**config.mk**
```make
export PLATFORM = sky130hd
export DESIGN_NAME = scsi_host_port
export DESIGN_NICKNAME = d
export VERILOG_FILES = /design/src/design/scsi_port_pkg.sv /design/src/design/scsi_host_port.sv /design/src/design/byte_fifo.sv
export SDC_FILE = /design/constraint.sdc
export NUM_CORES = 1
export LEC_CHECK = 0
export ABC_AREA = 1
export BUFFER_PORTS_ARGS = -buffer_cell sky130_fd_sc_hd__buf_4
export CAP_MARGIN = 10
export CORE_MARGIN = 2
export CORE_UTILIZATION = 55
export DETAILED_ROUTE_END_ITERATION = 10
export MAX_ROUTING_LAYER = met4
export PLACE_DENSITY = 0.77
export SLEW_MARGIN = 20
export SYNTH_ARGS = -nofsm -noshare
export SYNTH_HDL_FRONTEND = slang
export SYNTH_HIERARCHICAL = 1
export SYNTH_SLANG_ARGS = --single-unit
```
**constraint.sdc**
```tcl
create_clock -name clk_i -period 2.4 [get_ports clk_i]
set_input_delay 0 -clock clk_i [delete_from_list [all_inputs] [get_ports clk_i]]
set_output_delay 0 -clock clk_i [all_outputs]
set_load 0.01 [all_outputs]
```
**src/design/scsi_port_pkg.sv**
```systemverilog
package scsi_port_pkg;
   localparam int CLK_NS = 10;
   // Local-buffer strobe must outlast the three-stage pin sampler
   localparam int STROBE_NS = 60;
   localparam int STROBE_CYC = (STROBE_NS + CLK_NS - 1) / CLK_NS;
   localparam int GAP_NS = 20;
   localparam int GAP_CYC = (GAP_NS + CLK_NS - 1) / CLK_NS;
   localparam int FIFO_W = 8;
   localparam int FIFO_D = 8;
   localparam logic [7:0] ADDR_SCSI_STATUS = 8'h17;
   localparam logic [7:0] ADDR_CMD = 8'h18;
   localparam logic [7:0] ADDR_DATA = 8'h19;
   localparam logic [7:0] ADDR_AUX = 8'h1f;

   typedef struct packed {
      logic req, ack, atn, msg, cd, io, bsy, sel;
   } scsi_ctl_t;

   // Lines each role may drive
   localparam scsi_ctl_t TGT_MASK = 8'h9c;
   localparam scsi_ctl_t INI_MASK = 8'h60;

   typedef struct packed {
      logic cs_n, rd_n, wr_n, a0, ale, dma_grant_n_n, dma_transfer_ask, par;
      logic [7:0] data;
   } host_pin_t;

   typedef struct packed {
      scsi_ctl_t ctl;
      logic par;
      logic [7:0] data;
   } scsi_pin_t;

   typedef struct packed {
      host_pin_t h;
      scsi_pin_t s;
   } pin_t;
   localparam pin_t PIN_IDLE = {8'he4, 8'h00, 17'h1ffff};

   typedef struct packed {
      logic target, arbitrating, connected, selecting, drive;
      scsi_ctl_t want;
      logic [7:0] data;
   } scsi_cmd_t;

   typedef enum logic [1:0] {L_IDLE, L_ACT, L_GAP} lstate_t;
endpackage : scsi_port_pkg

```
**src/design/scsi_host_port.sv**
```systemverilog
// How it works
// - Strobes count only with chip select or DMA grant low
// - Index/data low: write loads pointer, read gives aux; high accesses
// - Multiplexed bus address captured by latch strobe
// - DMA grant routes transfers to data register
// - Local mode: grant pin becomes RAM select
// - Local mode strobes write/read sector buffer
// - Transfer ask output, input in local mode
// - DMA byte handshake ask versus grant
// - Burst holds transfer ask while data remains and the FIFO has room
// - Local: ask low stops, releases select, strobes
// - Host parity bit generated and checked
// - SCSI pins open drain, pull low only
// - REQ in as initiator, out as target
// - ACK out as initiator, in as target
// - ATN out as initiator, in as target
// - Phase lines in initiator, out target
// - BSY while arbitrating or connected target
// - SEL while selecting or reselecting
// - Odd parity on SCSI data bus
// - Reset idles and negates all SCSI lines
// - Status register read clears interrupt
// - Indirect access increments pointer except fixed
// - Address latched on latch strobe falling edge
`timescale 1ns/100ps
`default_nettype none
module scsi_host_port import scsi_port_pkg::*; (
   input wire logic clk_i, // 100 MHz clock
   input wire logic reset_n_i, // Master clear, async, low
   input wire logic cs_n_i, // Chip select pin
   input wire logic host_rd_strobe_n_i, // Read strobe pin in
   output logic host_rd_strobe_n_o, // Read strobe pin out
   output logic host_rd_strobe_oe_o, // Read strobe drive
   input wire logic host_wr_strobe_n_i, // Write strobe pin in
   output logic host_wr_strobe_n_o, // Write strobe pin out
   output logic host_wr_strobe_oe_o, // Write strobe drive
   input wire logic index_or_data_sel_i, // Index/data select pin
   input wire logic addr_latch_i, // Address latch strobe pin
   input wire logic [7:0] host_data_i, // Host data pins in
   output logic [7:0] host_data_o, // Host data pins out
   output logic host_data_oe_o, // Host data drive
   input wire logic host_parity_bit_i, // Host parity pin in
   output logic host_parity_bit_o, // Host parity pin out
   output logic host_parity_bit_oe_o, // Host parity drive
   input wire logic dma_grant_n_i, // Grant pin in
   output logic buffer_ram_select_n_o, // Grant pin as RAM select
   output logic buffer_ram_select_oe_o, // RAM select drive
   input wire logic dma_transfer_ask_i, // Transfer ask pin in
   output logic dma_transfer_ask_n_o, // Transfer ask pin out
   output logic dma_transfer_ask_oe_o, // Transfer ask drive
   output logic intrq_o, // Interrupt to host
   input wire scsi_ctl_t scsi_ctl_n_i, // SCSI control pins
   input wire logic [7:0] scsi_data_n_i, // SCSI data pins
   input wire logic scsi_parity_bit_n_i, // SCSI parity pin
   output logic scsi_drive_level_o, // Level on every enabled pin
   output scsi_ctl_t scsi_ctl_oe_o, // SCSI control pull-down
   output logic [7:0] scsi_data_oe_o, // SCSI data pull-down
   output logic scsi_parity_bit_oe_o, // SCSI parity pull-down
   output scsi_pin_t scsi_seen_o, // Sampled SCSI pins
   output logic scsi_parity_err_o, // Bad SCSI parity pulse
   input wire scsi_cmd_t scsi_cmd_i, // Core wants on SCSI
   input wire logic local_buffer_mode_i, // Local buffer mode
   input wire logic burst_mode_i, // Burst DMA
   input wire logic host_parity_en_i, // Check host parity
   input wire logic lb_write_dir_i, // Local: core to RAM
   input wire logic xfer_pending_i, // Data left to move
   input wire logic irq_set_i, // Interrupt event
   output logic [7:0] reg_addr_o, // Register index
   output logic reg_wr_o, // Register write pulse
   output logic reg_rd_o, // Register read pulse
   output logic [7:0] reg_wdata_o, // Register write data
   input wire logic [7:0] reg_rdata_i, // Register read data
   output logic host_parity_err_o, // Bad host parity pulse
   output logic [FIFO_W-1:0] stream_data_o, // Byte toward SCSI
   output logic stream_valid_o, // Stream valid
   input wire logic stream_ready_i, // Stream ready
   input wire logic [7:0] lb_wr_data_i, // Byte toward RAM
   input wire logic lb_wr_valid_i, // Byte valid
   output logic lb_wr_ready_o // Byte taken this cycle
);
   typedef struct packed {
      pin_t s1, s2, s3, f, p;
      lstate_t ls;
      logic [3:0] cnt;
      logic rdir;
      logic [7:0] ptr;
      logic ale_seen;
      logic [7:0] raddr, wdata;
      logic rwr, rrd;
      logic [7:0] hd;
      logic hpar, hd_oe;
      logic intrq, hpe, spe;
      logic drq_n, drq_oe, dwait;
      logic sel_n, sel_oe, rd_n, wr_n, stb_oe;
      logic push;
      logic [7:0] pdata;
      logic wr_take;
      scsi_ctl_t ctl_oe;
      logic [7:0] sd_oe;
      logic sdp_oe, lvl;
   } st_t;

   st_t q, n;
   pin_t pins;
   logic in_rdy, host_on, dma, acc, wr_fall, rd_fall, ale_fall, indirect, step;
   logic dma_grant_n_fall, dma_grant_n_rise, hs_fall, abort, clr;
   logic [7:0] eff;

   function automatic logic [7:0] eff_addr(input logic d, ind, a0, input logic [7:0] ptr);
      if (d) eff_addr = ADDR_DATA;
      else if (ind & ~a0) eff_addr = ADDR_AUX;
      else eff_addr = ptr;
   endfunction : eff_addr

   assign pins = {cs_n_i, host_rd_strobe_n_i, host_wr_strobe_n_i, index_or_data_sel_i,
                  addr_latch_i, dma_grant_n_i, dma_transfer_ask_i, host_parity_bit_i,
                  host_data_i, scsi_ctl_n_i, scsi_parity_bit_n_i, scsi_data_n_i};
   assign host_on = ~local_buffer_mode_i;
   assign dma = host_on & ~q.f.h.dma_grant_n_n;
   assign acc = host_on & (~q.f.h.cs_n | dma);
   assign wr_fall = q.p.h.wr_n & ~q.f.h.wr_n;
   assign rd_fall = q.p.h.rd_n & ~q.f.h.rd_n;
   assign ale_fall = q.p.h.ale & ~q.f.h.ale;
   assign dma_grant_n_fall = q.p.h.dma_grant_n_n & ~q.f.h.dma_grant_n_n;
   assign dma_grant_n_rise = ~q.p.h.dma_grant_n_n & q.f.h.dma_grant_n_n;
   // Until the latch strobe is seen moving it is taken as grounded
   assign indirect = ~q.ale_seen;
   assign eff = eff_addr(dma, indirect, q.f.h.a0, q.ptr);
   assign abort = ~local_buffer_mode_i | ~q.f.h.dma_transfer_ask;
   assign hs_fall = scsi_cmd_i.target ? (q.p.s.ctl.ack & ~q.f.s.ctl.ack)
                                      : (q.p.s.ctl.req & ~q.f.s.ctl.req);

   always_comb begin
      n = q;
      n.s1 = pins;
      n.s2 = q.s1;
      n.s3 = q.s2;
      n.f = (q.s2 & q.s3) | (q.f & (q.s2 ^ q.s3));
      n.p = q.f;
      n.rwr = 1'b0;
      n.rrd = 1'b0;
      n.push = 1'b0;
      n.hpe = 1'b0;
      n.spe = 1'b0;
      n.lvl = 1'b0;
      step = 1'b0;
      clr = 1'b0;
      // Host register side
      n.hd_oe = host_on & ~q.f.h.rd_n & (~q.f.h.cs_n | dma);
      if (host_on) begin
         n.hd = reg_rdata_i;
         n.hpar = ~^reg_rdata_i;
         if (ale_fall) begin
            n.ptr = q.f.h.data;
            n.ale_seen = 1'b1;
         end
         if (acc & wr_fall) begin
            if (indirect & ~dma & ~q.f.h.a0) begin
               n.ptr = q.f.h.data;
            end else begin
               n.rwr = 1'b1;
               n.raddr = eff;
               n.wdata = q.f.h.data;
               step = 1'b1;
               // Byte dropped if the host ignores the withdrawn ask
               if (eff == ADDR_DATA && in_rdy) begin
                  n.push = 1'b1;
                  n.pdata = q.f.h.data;
               end
               if (host_parity_en_i && !(^{q.f.h.data, q.f.h.par})) n.hpe = 1'b1;
            end
         end
         if (acc & rd_fall) begin
            n.rrd = 1'b1;
            n.raddr = eff;
            step = 1'b1;
            clr = eff == ADDR_SCSI_STATUS;
         end
         if (step & indirect & ~dma & q.f.h.a0 && q.ptr != ADDR_AUX && q.ptr != ADDR_DATA &&
             q.ptr != ADDR_CMD) begin
            n.ptr = 8'(q.ptr + 8'h01);
         end
         // Per-byte ask drops on grant and returns after grant ends
         if (dma_grant_n_fall) n.dwait = 1'b1;
         else if (dma_grant_n_rise) n.dwait = 1'b0;
         n.drq_oe = 1'b1;
         n.drq_n = ~(xfer_pending_i & in_rdy &
                     (burst_mode_i | (~q.dwait & q.f.h.dma_grant_n_n)));
      end else begin
         n.drq_oe = 1'b0;
         n.dwait = 1'b0;
         n.drq_n = 1'b1;
      end
      n.intrq = (q.intrq & ~clr) | irq_set_i;
      // Local buffer side
      n.sel_oe = local_buffer_mode_i;
      if (q.ls != L_IDLE && abort) begin
         n.ls = L_IDLE;
         n.sel_n = 1'b1;
         n.stb_oe = 1'b0;
         n.rd_n = 1'b1;
         n.wr_n = 1'b1;
         n.hd_oe = 1'b0;
      end else begin
         case (q.ls)
            L_IDLE: begin
               n.sel_n = 1'b1;
               n.stb_oe = 1'b0;
               n.rd_n = 1'b1;
               n.wr_n = 1'b1;
               n.wr_take = local_buffer_mode_i & q.f.h.dma_transfer_ask & lb_write_dir_i;
               if (q.wr_take & lb_wr_valid_i & ~abort) begin
                  n.wr_take = 1'b0;
                  n.hd = lb_wr_data_i;
                  n.hpar = ~^lb_wr_data_i;
                  n.hd_oe = 1'b1;
                  n.wr_n = 1'b0;
                  n.rdir = 1'b0;
               end else if (~abort & ~lb_write_dir_i & in_rdy) begin
                  n.rd_n = 1'b0;
                  n.rdir = 1'b1;
               end
               if (~n.wr_n | ~n.rd_n) begin
                  n.sel_n = 1'b0;
                  n.stb_oe = 1'b1;
                  n.cnt = 4'(STROBE_CYC - 1);
                  n.ls = L_ACT;
               end
            end
            L_ACT: begin
               n.hd_oe = q.hd_oe;
               if (q.cnt == '0) begin
                  if (q.rdir) begin
                     n.push = 1'b1;
                     n.pdata = q.f.h.data;
                  end
                  n.rd_n = 1'b1;
                  n.wr_n = 1'b1;
                  n.cnt = 4'(GAP_CYC - 1);
                  n.ls = L_GAP;
               end else begin
                  n.cnt = q.cnt - 4'h1;
               end
            end
            L_GAP: begin
               // Data held through the gap for write hold time
               n.hd_oe = q.hd_oe;
               if (q.cnt == '0) n.ls = L_IDLE;
               else n.cnt = q.cnt - 4'h1;
            end
            default: n.ls = L_IDLE;
         endcase
      end
      // SCSI side: only pull-downs, never a driven high
      n.ctl_oe = scsi_cmd_i.want & (scsi_cmd_i.target ? TGT_MASK : INI_MASK);
      n.ctl_oe.bsy = scsi_cmd_i.arbitrating | (scsi_cmd_i.target & scsi_cmd_i.connected);
      n.ctl_oe.sel = scsi_cmd_i.selecting;
      n.sd_oe = scsi_cmd_i.drive ? scsi_cmd_i.data : 8'h00;
      n.sdp_oe = scsi_cmd_i.drive & ~^scsi_cmd_i.data;
      // Pins are low-true, so odd asserted bits means even pin ones
      if (hs_fall & ~scsi_cmd_i.drive) n.spe = ^{q.f.s.data, q.f.s.par};
   end

   // Registers clear under reset, pin samplers load idle levels: SCSI lines negated
   always_ff @(posedge clk_i or negedge reset_n_i) begin
      if (!reset_n_i) q <= {{5{PIN_IDLE}}, {($bits(st_t) - 5 * $bits(pin_t)){1'b0}}};
      else q <= n;
   end

   byte_fifo #(.WIDTH(FIFO_W), .DEPTH(FIFO_D)) u_fifo (
      .clk_i(clk_i),
      .reset_n_i(reset_n_i),
      .in_data_i(q.pdata),
      .in_valid_i(q.push),
      .in_ready_o(in_rdy),
      .out_data_o(stream_data_o),
      .out_valid_o(stream_valid_o),
      .out_ready_i(stream_ready_i)
   );

   assign host_rd_strobe_n_o = q.rd_n;
   assign host_rd_strobe_oe_o = q.stb_oe;
   assign host_wr_strobe_n_o = q.wr_n;
   assign host_wr_strobe_oe_o = q.stb_oe;
   assign host_data_o = q.hd;
   assign host_data_oe_o = q.hd_oe;
   assign host_parity_bit_o = q.hpar;
   assign host_parity_bit_oe_o = q.hd_oe;
   assign buffer_ram_select_n_o = q.sel_n;
   assign buffer_ram_select_oe_o = q.sel_oe;
   assign dma_transfer_ask_n_o = q.drq_n;
   assign dma_transfer_ask_oe_o = q.drq_oe;
   assign intrq_o = q.intrq;
   assign scsi_drive_level_o = q.lvl;
   assign scsi_ctl_oe_o = q.ctl_oe;
   assign scsi_data_oe_o = q.sd_oe;
   assign scsi_parity_bit_oe_o = q.sdp_oe;
   assign scsi_seen_o = q.f.s;
   assign scsi_parity_err_o = q.spe;
   assign reg_addr_o = q.raddr;
   assign reg_wr_o = q.rwr;
   assign reg_rd_o = q.rrd;
   assign reg_wdata_o = q.wdata;
   assign host_parity_err_o = q.hpe;
   assign lb_wr_ready_o = q.wr_take;
endmodule : scsi_host_port
`default_nettype wire

```
**src/design/byte_fifo.sv**
```systemverilog
`timescale 1ns/100ps
`default_nettype none
module byte_fifo import scsi_port_pkg::*; #(
   parameter int WIDTH = FIFO_W,
   parameter int DEPTH = FIFO_D
) (
   input wire logic clk_i, // Clock
   input wire logic reset_n_i, // Async reset, low
   input wire logic [WIDTH-1:0] in_data_i, // Write data
   input wire logic in_valid_i, // Write request
   output logic in_ready_o, // Room for a word
   output logic [WIDTH-1:0] out_data_o, // Oldest word
   output logic out_valid_o, // Word present
   input wire logic out_ready_i // Drain request
);
   localparam int AW = $clog2(DEPTH);

   if (DEPTH < 2 || (DEPTH & (DEPTH - 1)) != 0) begin : g_bad_depth
      $error("byte_fifo depth must be a power of two");
   end

   typedef struct packed {
      logic [AW-1:0] wp, rp;
      logic [AW:0] cnt;
   } fst_t;

   fst_t st_q, st_d;
   logic [WIDTH-1:0] mem [DEPTH];
   logic push, pop;

   assign in_ready_o = st_q.cnt != (AW+1)'(DEPTH);
   assign out_valid_o = st_q.cnt != '0;
   assign out_data_o = mem[st_q.rp];
   assign push = in_valid_i & in_ready_o;
   assign pop = out_valid_o & out_ready_i;

   always_comb begin
      st_d = st_q;
      if (push) st_d.wp = st_q.wp + 1'b1;
      if (pop) st_d.rp = st_q.rp + 1'b1;
      if (push & ~pop) st_d.cnt = st_q.cnt + 1'b1;
      else if (pop & ~push) st_d.cnt = st_q.cnt - 1'b1;
   end

   always_ff @(posedge clk_i or negedge reset_n_i) begin
      if (!reset_n_i) st_q <= '0;
      else st_q <= st_d;
   end

   // Storage needs no reset; count guards every read
   always_ff @(posedge clk_i) begin
      if (push) mem[st_q.wp] <= in_data_i;
   end
endmodule : byte_fifo
`default_nettype wire

```
## Word level (Yosys, flattened, before mapping)

Memories as Yosys holds them, arrays and structs flattened.
Cells that the tools add are included.

- Memories: 1
- Bits of input ports: 80
- Logic and storage cells: 319
- RAM bits: 64
- Flip-flop bits (word level): 230
- Output and inout port bits: 85

- Mux-type cells: 72
- Eq/ne operators: 15
- Bitwise operators: 72
- Add/sub/neg operators: 6
- Reduce and logical (&&, ||, !) cells: 32

Memory list:

| name | words | width | rd ports | clocked after Yosys merged registers in | write ports | line | text |
|---|---|---|---|---|---|---|---|
| u_fifo.mem | 8 | 8 | 1 | 0 | 1 | byte_fifo.sv:28 | `logic [WIDTH-1:0] mem [DEPTH];` |

Operators by type and width:

| operator | number |
|---|---|
| two-way mux 9 bit | 10 |
| bitwise AND 33 bit | 2 |
| two-way mux 8 bit | 8 |
| bitwise AND 1 bit | 36 |
| two-way mux 1 bit | 34 |
| two-way mux 17 bit | 2 |
| OR 33 bit | 1 |
| XOR 33 bit | 1 |
| NOT 1 bit | 25 |
| inequality test 8 x 5 -> 1 bit (second input constant) | 3 |
| XNOR reduction 8 bit | 3 |
| two-way mux 10 bit | 2 |
| XOR reduction 9 bit | 2 |
| equality test 8 x 5 -> 1 bit (second input constant) | 2 |
| two-way mux 4 bit | 4 |
| one-hot mux 4 bit (3 select lines) | 1 |
| AND reduction 3 bit | 4 |
| two-way mux 11 bit | 1 |
| nonzero test 2 bit | 5 |
| inequality test 3 bit (second input constant) | 3 |
| nonzero test 3 bit | 3 |
| adder 8 x 1 -> 8 bit (second input constant) | 1 |
| bitwise AND 8 bit | 1 |
| two-way mux 2 bit | 4 |
| 22 further kinds | 39 |

## Logic depth before layout (Yosys ltp)

- Word-level depth: 16
- Depth in mapped cells: 13
- Gate-level depth less buffers: 13

## Cells and area by module

The synthesis kept the hierarchy.

By module, submodules not included:

| module | sequential area each (µm²) | cells an instance | area each (µm²) | instances |
|---|---|---|---|---|
| scsi_host_port | 5616.6 | 851 | 9222.6 | 1 |
| byte_fifo | 2172.1 | 294 | 3183.1 | 1 |

## Least setup slack after synthesis

OpenSTA, ideal clock, no wires.

- Path type: register -> register
- Start point: register u_fifo/st_q[0] in the netlist's numbering
- End point: register u_fifo/st_q[3] in the netlist's numbering
- Setup time: 117 ps
- Data arrival time: 1965 ps
- Path buffers: 0
- Data required time: 2283 ps
- Stages on the path, launching flop included: 12
- Period minus slack after synthesis: 2082 ps
- Setup slack: 318 ps
- Cells stage by stage: dfrtp_1 -> nor2_1 -> nand3_1 -> nand2_1 -> ha_1 -> inv_1 -> ha_1 -> or2_2 -> nand2_1 -> nand2_1 -> nand3_1 -> nand2_1

- Cells in the longest elaborated chain, start to end: 5
- Elaborated cells on any way between the ends: 13
- Classes of those cells: add/sub (2); eq/ne (1); mux (2); bitwise (6); reduce/logical (2)

RTL lines:

| item | line | text |
|---|---|---|
| from (decl) | byte_fifo.sv:27 | `fst_t st_q, st_d;` |
| from (signal assigned) | byte_fifo.sv:47 | `else st_q <= st_d;` |
| nonzero test 4 bit * | byte_fifo.sv:32 | `assign out_valid_o = st_q.cnt != '0;` |
| net stream_valid_o | scsi_host_port.sv:75 | `output logic stream_valid_o,` |
| bitwise AND 1 bit * | byte_fifo.sv:35 | `assign pop = out_valid_o & out_ready_i;` |
| NOT 1 bit | byte_fifo.sv:41 | `if (push & ~pop) st_d.cnt = st_q.cnt + 1'b1;` |
| bitwise AND 1 bit | byte_fifo.sv:41 |  |
| two-way mux 4 bit / nonzero test 2 bit (equally long branches) | n/a |  |

The timed path passes the listed nets; every way through them passes the cells marked *. The select of a mux whose other input is x is not followed.
A chain may end at the register's enable or synchronous reset.

==> metrics.txt <==
outcome=complete, no violations; Worst Path Arrival=2.70 ns; Sw Share=30.1%; highest clock rate=around 0.45 GHz; CTS Sinks=between 200 and 300; Die Span X=154 um; LEAKAGE=7.41 nW; largest net degree at the start of global routing=between 70 and 80; drc violations=0; total power draw=about 15 mW; # port buffers=161; number of antenna violations at the first check in global routing=0; gr ovfl total=0; Seq cells post-synth=about 300; Max IR drop VDD=between 700 and 800 uV; Psw=4.45 mW; crit path kind=reg2reg; clk_skew=0.0173 ns; Area Overhead vs Synth=24.8%; synth warn=6; share of cells above drive strength 1=between 20% and 30%; final slew viol count=0; Synth Instances=1145; starting density of the core=56.5%; Clock Tree Buf Depth=3; RD Place Congestion=0.865; mapped cell area=0.0124 sq mm; die area=0.0238 sq mm; Core Region=0.0220 sq mm; CP required=2.88 ns; slew of the pin with the lowest slew margin=0.653 ns; remaining antenna violation count=0; TritonCTS clock tree=yes; Final TNS setup=0 ns; Clock Latency Late Sink=0.55 ns; Detailed Routing Iterations Pass 1=5; via density per instance=5.12; first-pass GRT wire length=about 41 mm; Tmin final=around 2.2 ns; Post-Route Utilization=between 70% and 80%; Routed Wire Length=24.7 mm; DRT iter0 DRCs=434; Multi-input gate area=0.00372 sq mm; startpoint class of the critical path=flop; Avg Synthesized Cell Area=10.8 sq um; slew margin rel.=56.3%; Die Ht=154 um; number of global-route vias before repair=8644; via count=8512; clock root buffer=clkbuf_16; clock share of power=32.5%; final setup violation count=0; Reg power frac=between 40% and 50%; post-synthesis sequential area ratio=62.8%; maximum fanout along the worst path=17; CP endpoint kind=flop; diodes inserted=0; Synth Net Count=between 1000 and 1500; net total in the final layout=1485; final setup margin=0.182 ns; total track usage=21.8%; Ports=165; H-tree depth=1; Hold Path Class=in2async; Netlist cell types=just over 40; per-cell routed wire length=14.9 um; period utilisation layout=92.4%; DP Worst Slack=0.153 ns; Pint=10.3 mW; clock slew at reported path FFs=0.06 ns; Hold Fails Final Rpt=0; register area=0.00779 sq mm; Rows=54; fillers=around 1600; Num CTS Buffers=30; RSZ-0062 raised after global routing=no; Max Cap Viol=0; PD cells=955 mW/mm^2; logic gate share of total power=24.1%; DPL Wire Length=15.9 mm
## registers in the layout, summed over array words and instances (netlist names), 8 cells and up
signal	cells
scsi_ctl_oe_o	8
q	65
reg_wdata_o	8
u_fifo/mem	64
n	82
scsi_data_oe_o	8
host_data_o	8
scsi_seen_o	17
u_fifo/st_q	10
reg_addr_o	8
## routing by layer
metal | global-route usage [%] | share of wire [%]
met5 | - | 0
met2 | 37.0 | 51
met3 | 2.61 | 4.6
met4 | 6.59 | 2.5
met1 | 27.9 | 42
## path summary, 6_finish.rpt
check,start,end,slack [ns],cells past startpoint
min in group clk_i,lb_wr_data_i[0],host_parity_bit_o,0.02,8
setup reg to reg,q[81],host_data_o[3],0.18,8
setup / recovery,q[81],host_data_o[3],0.18,8
max in group asynchronous,reset_n_i,n[164],1.54,3
hold reg to reg,n[200],n[167],0.35,0
hold / removal,reset_n_i,n[208],0.01,2
## placed cells by master (no fill, tap or decap), drive strengths merged, types with 19 or more instances in the layout
master	n
nand2	326
buf	173
dfrtp	141
dlygate4sd3	94
dfstp	89
inv	77
nor2	65
edfxtp	64
nand3	62
o21ai	59
clkbuf	48
ha	47
a21o	34
xnor2	26
xor2	19
## power by group through the flow
stage | clock network [mW] | logic (mW) | registers, mW
global placement | 0 | 3.29 | 6.47
floorplan | 0 | 2.53 | 6.28
finish | 4.80 | 3.56 | 6.43
detailed placement | 0 | 3.40 | 6.50
global route | 5.11 | 4.03 | 6.51
CTS | 4.90 | 3.57 | 6.42
## metrics by stage
stage               cells  hold slack [ns]  cell area, sq um
global route         1661           0.0478             15500
detailed placement   1511          0.00671             13500
finish               1661           0.0111             15500
global placement     1511          0.00471             13500
floorplan            1145           -0.296             12400
CTS                  1661           0.0101             15500
## worst max-delay path, stage by stage, from the launching register on
cell           delay, ns
dfrtp_1             0.42
inv_1               0.09
ha_1                0.26
inv_1               0.20
nor2_2              0.09
inv_2               0.22
nor2_1              0.07
a31oi_1             0.20
dlygate4sd3_1       0.60
## cell type report
class / count / area share [%]
Clock inverter: 8 / 0.598
Inverter: 77 / 1.88
Multi-Input combinational cell: 687 / 24.0
Sequential cell: 294 / 50.3
Tap cell: 280 / 2.26
Timing Repair Buffer: 267 / 14.7
Clock buffer: 48 / 6.22
## logic make-up after synthesis
| logic type | share of synthesized area (%) |
|---|---|
| simple gates | 15.7 |
| flops | 62.8 |
| buf+inv | 7.22 |
| compound gates | 5.93 |
| fa+ha+maj | 4.90 |
| xor+xnor | 3.18 |
| mux | 0.272 |
| other cells | 0.0302 |
## cell usage after synthesis, drive strengths merged
library cell  count  area [sq um]
ha               47           588
or2               1          6.26
nand3b            5          37.5
dfrtp           141          3530
clkbuf           14          53.8
mux2              3          33.8
buf              73           551
a21oi            17          88.8
o21ai            59           295
nor3              4          25.0
nand2           326          1270
a211oi            1          7.51
nor2             65           259
inv              77           292
fa                1          20.0
a21o             34           255
a31oi             9          56.3
xor2             19           166
xnor2            26           228
nand3            62           333
nand4             3          18.8
dfstp            89          2340
o2111ai           1          8.76
o41ai             1          8.76
conb              1          3.75
o211ai            2          15.0
edfxtp           64          1920
## timing repair
| item | CTS | global route |
|---|---|---|
| endpoints found under the setup margin | 0 | 1 |
| hold buffers | 94 | 0 |
| resized for setup | 0 | 2 |
| setup buffers | 0 | 0 |
| hold endpoints to repair | 259 | 0 |
Note: power is estimated with default switching activity, not from simulation.
